$ cat src/abfo_pkg.sv
// Package with opcodes, phase encoding and the file-write carrier struct for the file-op execution block.
// What this block does
// [RULE1] AND-with-file ANDs working register and file, updates only zero flag.
// [RULE2] Destination bit 0 writes result to working register, file untouched.
// [RULE3] Destination bit 1 writes result to file, working register untouched.
// [RULE4] Bit-clear forces selected file bit to zero, others kept, flags unchanged.
// [RULE5] Bit-set forces selected file bit to one, others kept, flags unchanged.
// [RULE6] Bit-test reads selected bit; when zero the next instruction is skipped.
// [RULE7] On skip the fetched word is discarded and a forced no-op runs instead.
// [RULE8] Bit-test takes one cycle without skip, two when the skip is taken.
// [RULE9] AND, clear and set finish in one four-phase cycle: decode, read, execute, write.
package abfo_pkg;
  localparam int          DATA_W        = 8;
  localparam int          ADDR_W        = 8;
  localparam int          INSTR_W       = 16;
  localparam logic [6:0]  OPC_AND_HI    = 7'h05;
  localparam logic [4:0]  OPC_BCLR_HI   = 5'h11;
  localparam logic [4:0]  OPC_BSET_HI   = 5'h10;
  localparam logic [4:0]  OPC_BTSC_HI   = 5'h13;
  localparam int          DEST_BIT      = 8;
  localparam int          BIDX_LSB      = 8;
  localparam logic [7:0]  WORK_RESET    = 8'h00;
  localparam logic [15:0] NOP_WORD      = 16'h0000;

  typedef enum logic [1:0] {
    ABFO_Q1,
    ABFO_Q2,
    ABFO_Q3,
    ABFO_Q4
  } abfo_phase_t;

  typedef struct packed {
    logic [ADDR_W-1:0] addr;
    logic [DATA_W-1:0] data;
    logic              we;
  } abfo_file_wr_t;
endpackage

$ cat src/abfo_core.sv
// Four-phase execution of AND-with-file, bit-clear, bit-set and bit-test-skip-if-clear.
`timescale 1ns/1ns
`default_nettype none
module abfo_core
  import abfo_pkg::*;
(
  input  wire logic                 i_clk_sys,
  input  wire logic                 i_reset,
  input  wire logic [INSTR_W-1:0]   i_instr,
  input  wire logic                 i_instr_valid,
  input  wire logic [DATA_W-1:0]    i_file_rdata,
  input  wire logic                 i_work_we,
  input  wire logic [DATA_W-1:0]    i_work_wdata,
  output logic [ADDR_W-1:0]         o_file_addr,
  output abfo_file_wr_t             o_file_wr,
  output logic [DATA_W-1:0]         o_working_register,
  output logic                      o_zero_flag,
  output logic                      o_zero_we,
  output logic                      o_skip_active,
  output logic                      o_cycle_done,
  output abfo_phase_t               o_phase
);
  abfo_phase_t       phase;
  abfo_phase_t       next_phase;
  logic [INSTR_W-1:0] ir;
  logic [INSTR_W-1:0] next_ir;
  logic [DATA_W-1:0] fval;
  logic [DATA_W-1:0] next_fval;
  logic [DATA_W-1:0] work;
  logic [DATA_W-1:0] next_work;
  logic              zflag;
  logic              next_zflag;
  logic              zwe;
  logic              next_zwe;
  logic              skip_pend;
  logic              next_skip_pend;
  logic              skip_cyc;
  logic              next_skip_cyc;
  abfo_file_wr_t     wr;
  abfo_file_wr_t     next_wr;
  logic              done;
  logic              next_done;
  logic [DATA_W-1:0] result;
  logic [DATA_W-1:0] ex_result;
  logic [DATA_W-1:0] next_ex_result;
  logic              is_and;
  logic              is_clr;
  logic              is_set;
  logic              is_tst;
  logic              tbit;

  abfo_alu u_alu (
    .i_instr  (ir),
    .i_file   (fval),
    .i_work   (work),
    .o_is_and (is_and),
    .o_is_clr (is_clr),
    .o_is_set (is_set),
    .o_is_tst (is_tst),
    .o_result (result),
    .o_bit    (tbit)
  );

  // Phase sequencer: one phase per clock, four clocks make one instruction cycle.
  // There is no stall input, so a cycle always takes exactly four clocks.
  always_comb begin
    case (phase)
      ABFO_Q1: begin
        next_phase = ABFO_Q2; // see [RULE9]
      end
      ABFO_Q2: begin
        next_phase = ABFO_Q3;
      end
      ABFO_Q3: begin
        next_phase = ABFO_Q4;
      end
      ABFO_Q4: begin
        next_phase = ABFO_Q1;
      end
      default: begin
        next_phase = ABFO_Q1;
      end
    endcase
  end

  always_ff @(posedge i_clk_sys) begin
    if (i_reset) begin
      phase <= ABFO_Q1;
    end else begin
      phase <= next_phase;
    end
  end

  // Fetch and skip control: a taken test turns the next fetched word into a no-op.
  // The word is still accepted from the fetch side, so that side needs no extra handshake.
  always_comb begin
    next_ir        = ir;
    next_skip_pend = skip_pend;
    next_skip_cyc  = skip_cyc;
    if (phase == ABFO_Q1) begin
      // A skipped word is replaced by the no-op so it never reaches execute.
      if (skip_pend) begin
        next_ir        = NOP_WORD; // see [RULE7]
        next_skip_cyc  = 1'b1;
        next_skip_pend = 1'b0;
      end else if (i_instr_valid) begin
        next_ir       = i_instr;
        next_skip_cyc = 1'b0;
      end else begin
        next_ir       = NOP_WORD;
        next_skip_cyc = 1'b0;
      end
    end else if (phase == ABFO_Q4 && is_tst && !tbit) begin
      // Test costs one cycle, plus the forced no-op cycle when clear.
      next_skip_pend = 1'b1; // see [RULE6] [RULE8]
    end
  end

  always_ff @(posedge i_clk_sys) begin
    if (i_reset) begin
      ir        <= NOP_WORD;
      skip_pend <= 1'b0;
      skip_cyc  <= 1'b0;
    end else begin
      ir        <= next_ir;
      skip_pend <= next_skip_pend;
      skip_cyc  <= next_skip_cyc;
    end
  end

  // Operand capture: the file byte is held from read to write, so a memory that
  // changes after the read cannot disturb the result.
  // Execute captures the result at the end of Q3, so Q4 only writes back.
  always_comb begin
    next_fval      = fval;
    next_ex_result = ex_result;
    if (phase == ABFO_Q2) begin
      next_fval = i_file_rdata;
    end
    if (phase == ABFO_Q3) begin
      next_ex_result = result; // see [RULE1] [RULE4] [RULE5]
    end
  end

  always_ff @(posedge i_clk_sys) begin
    if (i_reset) begin
      fval      <= 8'h00;
      ex_result <= 8'h00;
    end else begin
      fval      <= next_fval;
      ex_result <= next_ex_result;
    end
  end

  // Working register and zero flag; outside loads come in at phase one only,
  // so they settle before execute and never collide with the write-back.
  always_comb begin
    next_work  = work;
    next_zflag = zflag;
    next_zwe   = 1'b0;
    if (phase == ABFO_Q1 && i_work_we) begin
      next_work = i_work_wdata;
    end
    if (phase == ABFO_Q4 && is_and) begin
      next_zflag = (ex_result == 8'h00); // see [RULE1]
      next_zwe   = 1'b1;
      if (!ir[DEST_BIT]) begin
        next_work = ex_result; // see [RULE2]
      end
    end
  end

  always_ff @(posedge i_clk_sys) begin
    if (i_reset) begin
      work  <= WORK_RESET;
      zflag <= 1'b0;
      zwe   <= 1'b0;
    end else begin
      work  <= next_work;
      zflag <= next_zflag;
      zwe   <= next_zwe;
    end
  end

  // File write strobe and cycle end; both default low so each lasts one clock.
  // The address travels with the strobe, so the memory needs no latch of its own.
  always_comb begin
    next_wr   = '{addr: wr.addr, data: wr.data, we: 1'b0};
    next_done = 1'b0;
    if (phase == ABFO_Q4) begin
      if (is_and && ir[DEST_BIT]) begin
        next_wr = '{addr: ir[7:0], data: ex_result, we: 1'b1}; // see [RULE3]
      end else if (is_clr || is_set) begin
        next_wr = '{addr: ir[7:0], data: ex_result, we: 1'b1}; // see [RULE4] [RULE5]
      end
      next_done = 1'b1; // see [RULE9]
    end
  end

  always_ff @(posedge i_clk_sys) begin
    if (i_reset) begin
      wr   <= '0;
      done <= 1'b0;
    end else begin
      wr   <= next_wr;
      done <= next_done;
    end
  end

  always_comb begin
    o_file_addr        = ir[7:0];
    o_file_wr          = wr;
    o_working_register = work;
    o_zero_flag        = zflag;
    o_zero_we          = zwe;
    o_skip_active      = skip_cyc;
    o_cycle_done       = done;
    o_phase            = phase;
  end
endmodule // abfo_core
`default_nettype wire

$ cat src/abfo_alu.sv
// Combinational execute stage for the four file-register operations.
`timescale 1ns/1ns
`default_nettype none
module abfo_alu
  import abfo_pkg::*;
(
  input  wire logic [INSTR_W-1:0] i_instr,
  input  wire logic [DATA_W-1:0]  i_file,
  input  wire logic [DATA_W-1:0]  i_work,
  output logic                    o_is_and,
  output logic                    o_is_clr,
  output logic                    o_is_set,
  output logic                    o_is_tst,
  output logic [DATA_W-1:0]       o_result,
  output logic                    o_bit
);
  logic [2:0]        bidx;
  logic [DATA_W-1:0] mask;

  always_comb begin
    bidx     = i_instr[BIDX_LSB+2:BIDX_LSB];
    mask     = 8'h01 << bidx;
    o_is_and = (i_instr[15:9] == OPC_AND_HI);
    o_is_clr = (i_instr[15:11] == OPC_BCLR_HI);
    o_is_set = (i_instr[15:11] == OPC_BSET_HI);
    o_is_tst = (i_instr[15:11] == OPC_BTSC_HI);
    o_bit    = i_file[bidx]; // see [RULE6]
    if (o_is_clr) begin
      o_result = i_file & ~mask; // see [RULE4]
    end else if (o_is_set) begin
      o_result = i_file | mask; // see [RULE5]
    end else begin
      o_result = i_work & i_file; // see [RULE1]
    end
  end
endmodule // abfo_alu
`default_nettype wire

$ cat config.mk
export PLATFORM = sky130hd
export DESIGN_NAME = abfo_core
export DESIGN_NICKNAME = d
export VERILOG_FILES = /design/src/abfo_pkg.sv /design/src/abfo_core.sv /design/src/abfo_alu.sv
export SDC_FILE = /design/constraint.sdc
export NUM_CORES = 1
export LEC_CHECK = 0
export BUFFER_PORTS_ARGS = -buffer_cell sky130_fd_sc_hd__buf_2
export CORE_AREA = 3 3 97 122
export DETAILED_ROUTE_END_ITERATION = 8
export DIE_AREA = 0 0 100 125
export SLEW_MARGIN = 10
export SYNTH_ARGS = -nofsm -noshare
export SYNTH_HDL_FRONTEND = slang
export SYNTH_SLANG_ARGS = --single-unit
export TNS_END_PERCENT = 1
$ cat constraint.sdc
create_clock -name i_clk_sys -period 2.5 [get_ports i_clk_sys]
set_input_delay 0.125 -clock i_clk_sys [delete_from_list [all_inputs] [get_ports i_clk_sys]]
set_output_delay 0.125 -clock i_clk_sys [all_outputs]
set_load 0.1 [all_outputs]
==> flow_metrics.env, run 1 <==
export IMPL_irDropWorstVdd_v=0.000394
export IMPL_dp_hpwl_um=5410
export IMPL_cp_end_kind="flip-flop"
export IMPL_grt_pass1_wl_um=11700
export IMPL_clk_latency_ns=0.32
export IMPL_synth_fp_nets=323
export IMPL_core_area_mm2=0.0107
export IMPL_grtUsageMet2=0.194
export IMPL_dp_cells=469
export IMPL_use_met1=0.149
export IMPL_yosys_area_top_type="dfxtp_1"
export IMPL_rows=42
export IMPL_gr_max_usage_layer="met2"
export IMPL_post_drt_wl_per_cell_um=15.3
export IMPL_pre_cts_ws_ns=0.468
export IMPL_cp_arrival_ns=2.19
export IMPL_io_pins=75
export IMPL_final_cell_mix="74 x buf_2, 62 x dfxtp_1, 44 x nand2_1, 32 x nor2_1, 17 x a21oi_1"
export IMPL_power_per_cell_area_mw_per_mm2=954
export IMPL_grt_start_max_net_pins=50
export IMPL_clock_path_buffers=2
export IMPL_die_w_um=100
export IMPL_min_path_type="in2reg"
export IMPL_path_class="reg2reg"
export IMPL_layout_cells_non_filler=482
export IMPL_cts_sinks=64
export IMPL_yosys_warnings=0
export IMPL_yosysUniqueCellTypes=38
export IMPL_n_antenna_cell=0
export IMPL_die_y_um=125
export IMPL_ant_nets=0
export IMPL_cts_setup_buffers=0
export IMPL_root_buffer="clkbuf_16"
export IMPL_worst_path_max_fanout=16
export IMPL_setup_violations=0
export IMPL_overflow=0
export IMPL_relSlewSlack=0.546
export IMPL_antenna_found_initial=0
export IMPL_cts_tree="built"
export IMPL_rsz0062_at_grt="no"
export IMPL_max_freq_ghz=0.494
export IMPL_fin_tns_setup_ns=0
export IMPL_cap_violations=0
export IMPL_cts_hold_buf=0
export IMPL_grt_use_met3=0.0368
export IMPL_timing_final_ws_setup_ns=0.475
export IMPL_routed_wl_um=7400
export IMPL_worstSetupStartpointType="flip-flop"
export IMPL_seq_area_frac_synth=0.480
export IMPL_cts_buffers=9
export IMPL_synth_top_area_frac=0.480
export IMPL_hold_viol_final=0
export IMPL_yosys_top_cells_area="dfxtp_1 48%, nand2_1 6.2%, a22o_1 4.9%, nor2_1 4.5%, mux2i_1 3.8%"
export IMPL_drv_slew=0
export IMPL_vias=2288
export IMPL_post_route_period_util=0.810
export IMPL_post_route_util=0.316
export IMPL_drtIter0Drc=135
export IMPL_grt_use_total=0.119
export IMPL_drt_pre_antenna_iters=4
export IMPL_outcome="complete, no violations"
export IMPL_path_clk_slew_ns=0.05
export IMPL_drive_above_1_share=0.314
export IMPL_syn_area_mm2=0.00267
export IMPL_drc=0
export IMPL_syn_to_final_growth_pct=26.3
export IMPL_cts_repair_resized=0
export IMPL_htree_levels=3
export IMPL_grt_pass1_vias=2139
export IMPL_layout_commonest_cell="buf_2"
export IMPL_period_needed_ns=2.02
export IMPL_max_slew_worst_pin_slew_ns=0.679
export IMPL_p_leak_uw=0.00138
export IMPL_syn_area_per_cell_um2=9.43
export IMPL_dieArea_mm2=0.0125
export IMPL_initial_core_util=0.250
export IMPL_final_nets=388
export IMPL_place_congestion=0.859
export IMPL_synthCells=283
export IMPL_skew_ns=0.00621
export IMPL_io_buffer_count=74
export IMPL_avgViaCountPerCell=4.75
export IMPL_ys_ff_latch=64
export IMPL_required_ns=2.67
==> final cells by class <==
type	count	area (um^2)
fill	1143	7300
inverter	2	7.51
multi-input combinational	188	1210
tap	132	165
clock inverter	1	5.00
clock buffer	12	256
sequential	64	1280
timing repair buffer	83	438
==> routing by layer <==
| metal | wire, um | share of wire |
|---|---|---|
| met1 | 3230 | 0.44 |
| met4 | 94 | 0.013 |
| met2 | 3570 | 0.48 |
| met5 | 0 | 0 |
| met3 | 505 | 0.068 |
==> cell usage after synthesis (all sizes together) <==
master,n
nand3,10
nor4b,3
nor2b,2
a32oi,1
nand4,2
dfxtp,64
inv,2
a211oi,5
clkbuf,16
nor3,2
o21ai,5
dlygate4sd1,1
nor4,2
a32o,1
mux2i,10
a21oi,17
o211ai,3
a311oi,11
mux4,2
a41oi,1
nand3b,3
buf,12
or4b,2
nor2,32
nand2,44
nand4b,3
ha,4
nor4bb,2
a22o,16
mux2,5
==> per-stage QoR <==
step / area [um^2] / total power, uW / hold slack, ns
floorplan: 2670 / 1960 / 0.251
global placement: 3110 / 2130 / 0.337
detailed placement: 3110 / 2140 / 0.342
CTS: 3370 / 3260 / 0.00827
global route: 3370 / 3370 / 0.0186
finish: 3370 / 3220 / 0.0172
==> report_power, final <==
group	switching, uW	leakage (uW)	internal [uW]
clock	397	0.000130	705
combinational	592	0.000727	244
sequential	138	0.000521	1140
total	1130	0.00138	2090
==> state kept, by name (all words and copies together), names as in the netlist <==
| name | flops |
|---|---|
| o_file_wr | 17 |
| ir | 16 |
| ex_result | 8 |
| fval | 8 |
| o_working_register | 8 |
| o_phase | 2 |
| o_cycle_done | 1 |
| o_skip_active | 1 |
| o_zero_flag | 1 |
| o_zero_we | 1 |
| skip_pend | 1 |
==> kinds of logic (layout without fill, tap and decap cells) <==
logic type	after synthesis	in the layout	synth area share
flip-flops	64	64	0.480
multiplexers	17	17	0.0769
adder cells (fa/ha/maj)	4	4	0.0188
buffers and inverters	31	98	0.0675
AO/OA/AOI/OAI	60	60	0.165
AND/OR/NAND/NOR	107	107	0.192
==> worst paths after layout <==
| check | depth (start not counted) | slack (ns) | from | endpoint |
|---|---|---|---|---|
| setup / recovery | 5 | 0.48 | ir[9] | o_working_register[2] |
| hold / removal | 2 | 0.02 | i_instr[4] | ir[4] |
| setup reg to reg | 5 | 0.48 | ir[9] | o_working_register[2] |
| hold reg to reg | 2 | 0.45 | o_file_wr[2] | o_file_wr[2] |
==> worst max-delay path, stage by stage (launching register included) <==
cell and delay, ns:
dfxtp_1 0.59, nor4b_1 0.30, buf_4 0.19, nand3b_1 0.44, nor2_1 0.28, a311oi_1 0.07
Note: power is estimated with default switching activity, not from simulation.
==> run 2, diff against run 1 <==
==> constraint.sdc (replaced) <==
create_clock -name i_clk_sys -period 1.8 [get_ports i_clk_sys]
set_input_delay 0.09 -clock i_clk_sys [delete_from_list [all_inputs] [get_ports i_clk_sys]]
set_output_delay 0.09 -clock i_clk_sys [all_outputs]
set_load 0.1 [all_outputs]
==> flow_metrics.env, run 2 (synthesis results as in run 1) <==
export IMPL_outcome="complete, but fails checks"
export IMPL_violations="negative setup slack"
export IMPL_p_leak_uw=0.00157
export IMPL_regArea_mm2=0.00129
export IMPL_core_area_mm2=0.0107
export IMPL_rows=42
export IMPL_stdcell_area_mm2=0.00373
export IMPL_cts_buffers=9
export IMPL_final_cell_mix="74 x buf_2, 60 x dfxtp_1, 44 x nand2_1, 31 x nor2_1, 23 x buf_4"
export IMPL_vias=2424
export IMPL_dr_wl_met2_um=3680
export IMPL_drv_slew=0
export IMPL_cp_arrival_ns=2.17
export IMPL_hold_viol_final=0
export IMPL_die_w_um=100
export IMPL_grt_use_total=0.124
export IMPL_worst_r2r_path_depth=4
export IMPL_htree_levels=3
export IMPL_power_per_cell_area_mw_per_mm2=1320
export IMPL_setup_violations=2
export IMPL_power_uw=4930
export IMPL_cts_tree="built"
export IMPL_n_antenna_cell=0
export IMPL_cp_end_kind="flip-flop"
export IMPL_rsz0062_at_grt="yes"
export IMPL_max_freq_ghz=0.520
export IMPL_drt_pre_antenna_iters=4
export IMPL_ant_nets=0
export IMPL_routed_top_layer="met4"
export IMPL_largest_reg_flops=17
export IMPL_path_clk_slew_ns=0.05
export IMPL_worstSetupStartpointType="flip-flop"
export IMPL_post_route_util=0.350
export IMPL_clock_path_buffers=2
export IMPL_die_y_um=125
export IMPL_io_pins=75
export IMPL_nFillCells=1083
export IMPL_drc=0
export IMPL_path_class="reg2reg"
export IMPL_overflow=0
export IMPL_grt_pass1_wl_um=12200
export IMPL_min_path_type="in2reg"
export IMPL_dp_hpwl_um=5550
export IMPL_worst_path_max_fanout=3
export IMPL_grt_start_max_net_pins=36
export IMPL_antenna_found_initial=0
export IMPL_multi_input_area_mm2=0.00125
export IMPL_wl_met1_um=3320
export IMPL_avgViaCountPerCell=4.73
export IMPL_crit_start="ir[14]"
export IMPL_skew_ns=0.0102
export IMPL_rrSetupSlack_ns=-0.12
export IMPL_clk_latency_ns=0.32
export IMPL_cts_sinks=64
export IMPL_io_buffer_count=74
export IMPL_dr_wl_met3_um=533
export IMPL_post_drt_wl_per_cell_um=14.8
export IMPL_final_nets=417
export IMPL_irDropWorstVdd_v=0.000601
export IMPL_layout_commonest_cell="buf_2"
export IMPL_place_congestion=0.829
export IMPL_endpoint="ex_result[2]"
export IMPL_relSlewSlack=0.550
export IMPL_cap_violations=0
export IMPL_required_ns=2.05
export IMPL_routed_wl_um=7620
export IMPL_dieArea_mm2=0.0125
export IMPL_syn_to_final_growth_pct=39.9
export IMPL_rr_endpoint="ex_result[2]"
export IMPL_timing_final_ws_setup_ns=-0.122
export IMPL_max_slew_worst_pin_slew_ns=0.674
export IMPL_root_buffer="clkbuf_16"
export IMPL_placed_area_mm2=0.00327
export IMPL_drtIter0Drc=159
export IMPL_grt_pass1_vias=2383
export IMPL_initial_core_util=0.250
export IMPL_drive_above_1_share=0.349
export IMPL_post_route_period_util=1.07
export IMPL_period_needed_ns=1.92
export IMPL_r2r_start="ir[14]"
==> run 2: area by class of cell <==
class                           instances  area share
Sequential cell                        64       0.346
Multi-Input combinational cell        188       0.334
Timing Repair Buffer                  112       0.188
Clock buffer                           12      0.0687
Tap cell                              132      0.0442
Clock inverter                          3      0.0174
Inverter                                2     0.00201
==> run 2: critical path, stage by stage, from the launching register on <==
cell,delay (ns)
dfxtp_2,0.31
or4b_4,0.54
or4b_4,0.53
mux2_4,0.31
a211oi_2,0.16
==> run 2: layer usage <==
metal | vias up | track usage
met1 | 1136 | 0.152
met5 | - | 0
met2 | 80 | 0.209
met4 | 0 | 0.0404
li1 | 1201 | -
met3 | 7 | 0.0334
==> run 2: where the power goes <==
group,internal [uW],switching (uW)
clock network,1280,596
registers,1590,171
logic,425,871
==> run 2: how the worst min path moves through the flow <==
| stage | end | cells after the start | from | slack, ns |
|---|---|---|---|---|
| finish | ir[13] | 2 | i_instr[13] | 0.005 |
| CTS | ir[12] | 2 | i_instr[12] | 0.0008 |
| detailed placement | ir[6] | 2 | i_instr[6] | 0.31 |
| global route | ir[12] | 2 | i_instr[12] | 0.007 |
| floorplan | ir[14] | 1 | i_instr[14] | 0.22 |
| global placement | ir[7] | 2 | i_instr[7] | 0.30 |
==> run 2: stage by stage <==
step / instances / TNS [ns] / hold slack, ns / worst slack (ns)
global route: 513 / -0.276 / 0.00741 / -0.157
global placement: 484 / -0.123 / 0.302 / -0.111
detailed placement: 484 / -0.456 / 0.306 / -0.130
CTS: 513 / -0.162 / 0.000810 / -0.129
finish: 513 / -0.145 / 0.00542 / -0.122
floorplan: 283 / -1.07 / 0.216 / -0.107
==> run 2: what timing repair did <==
action	CTS	global route
endpoints found under the setup margin	18	5
hold buffers	14	0
pin swaps	0	0
cloned	0	0
buffers inserted	0	0
gates resized for setup	1	1
hold endpoints to repair	14	0
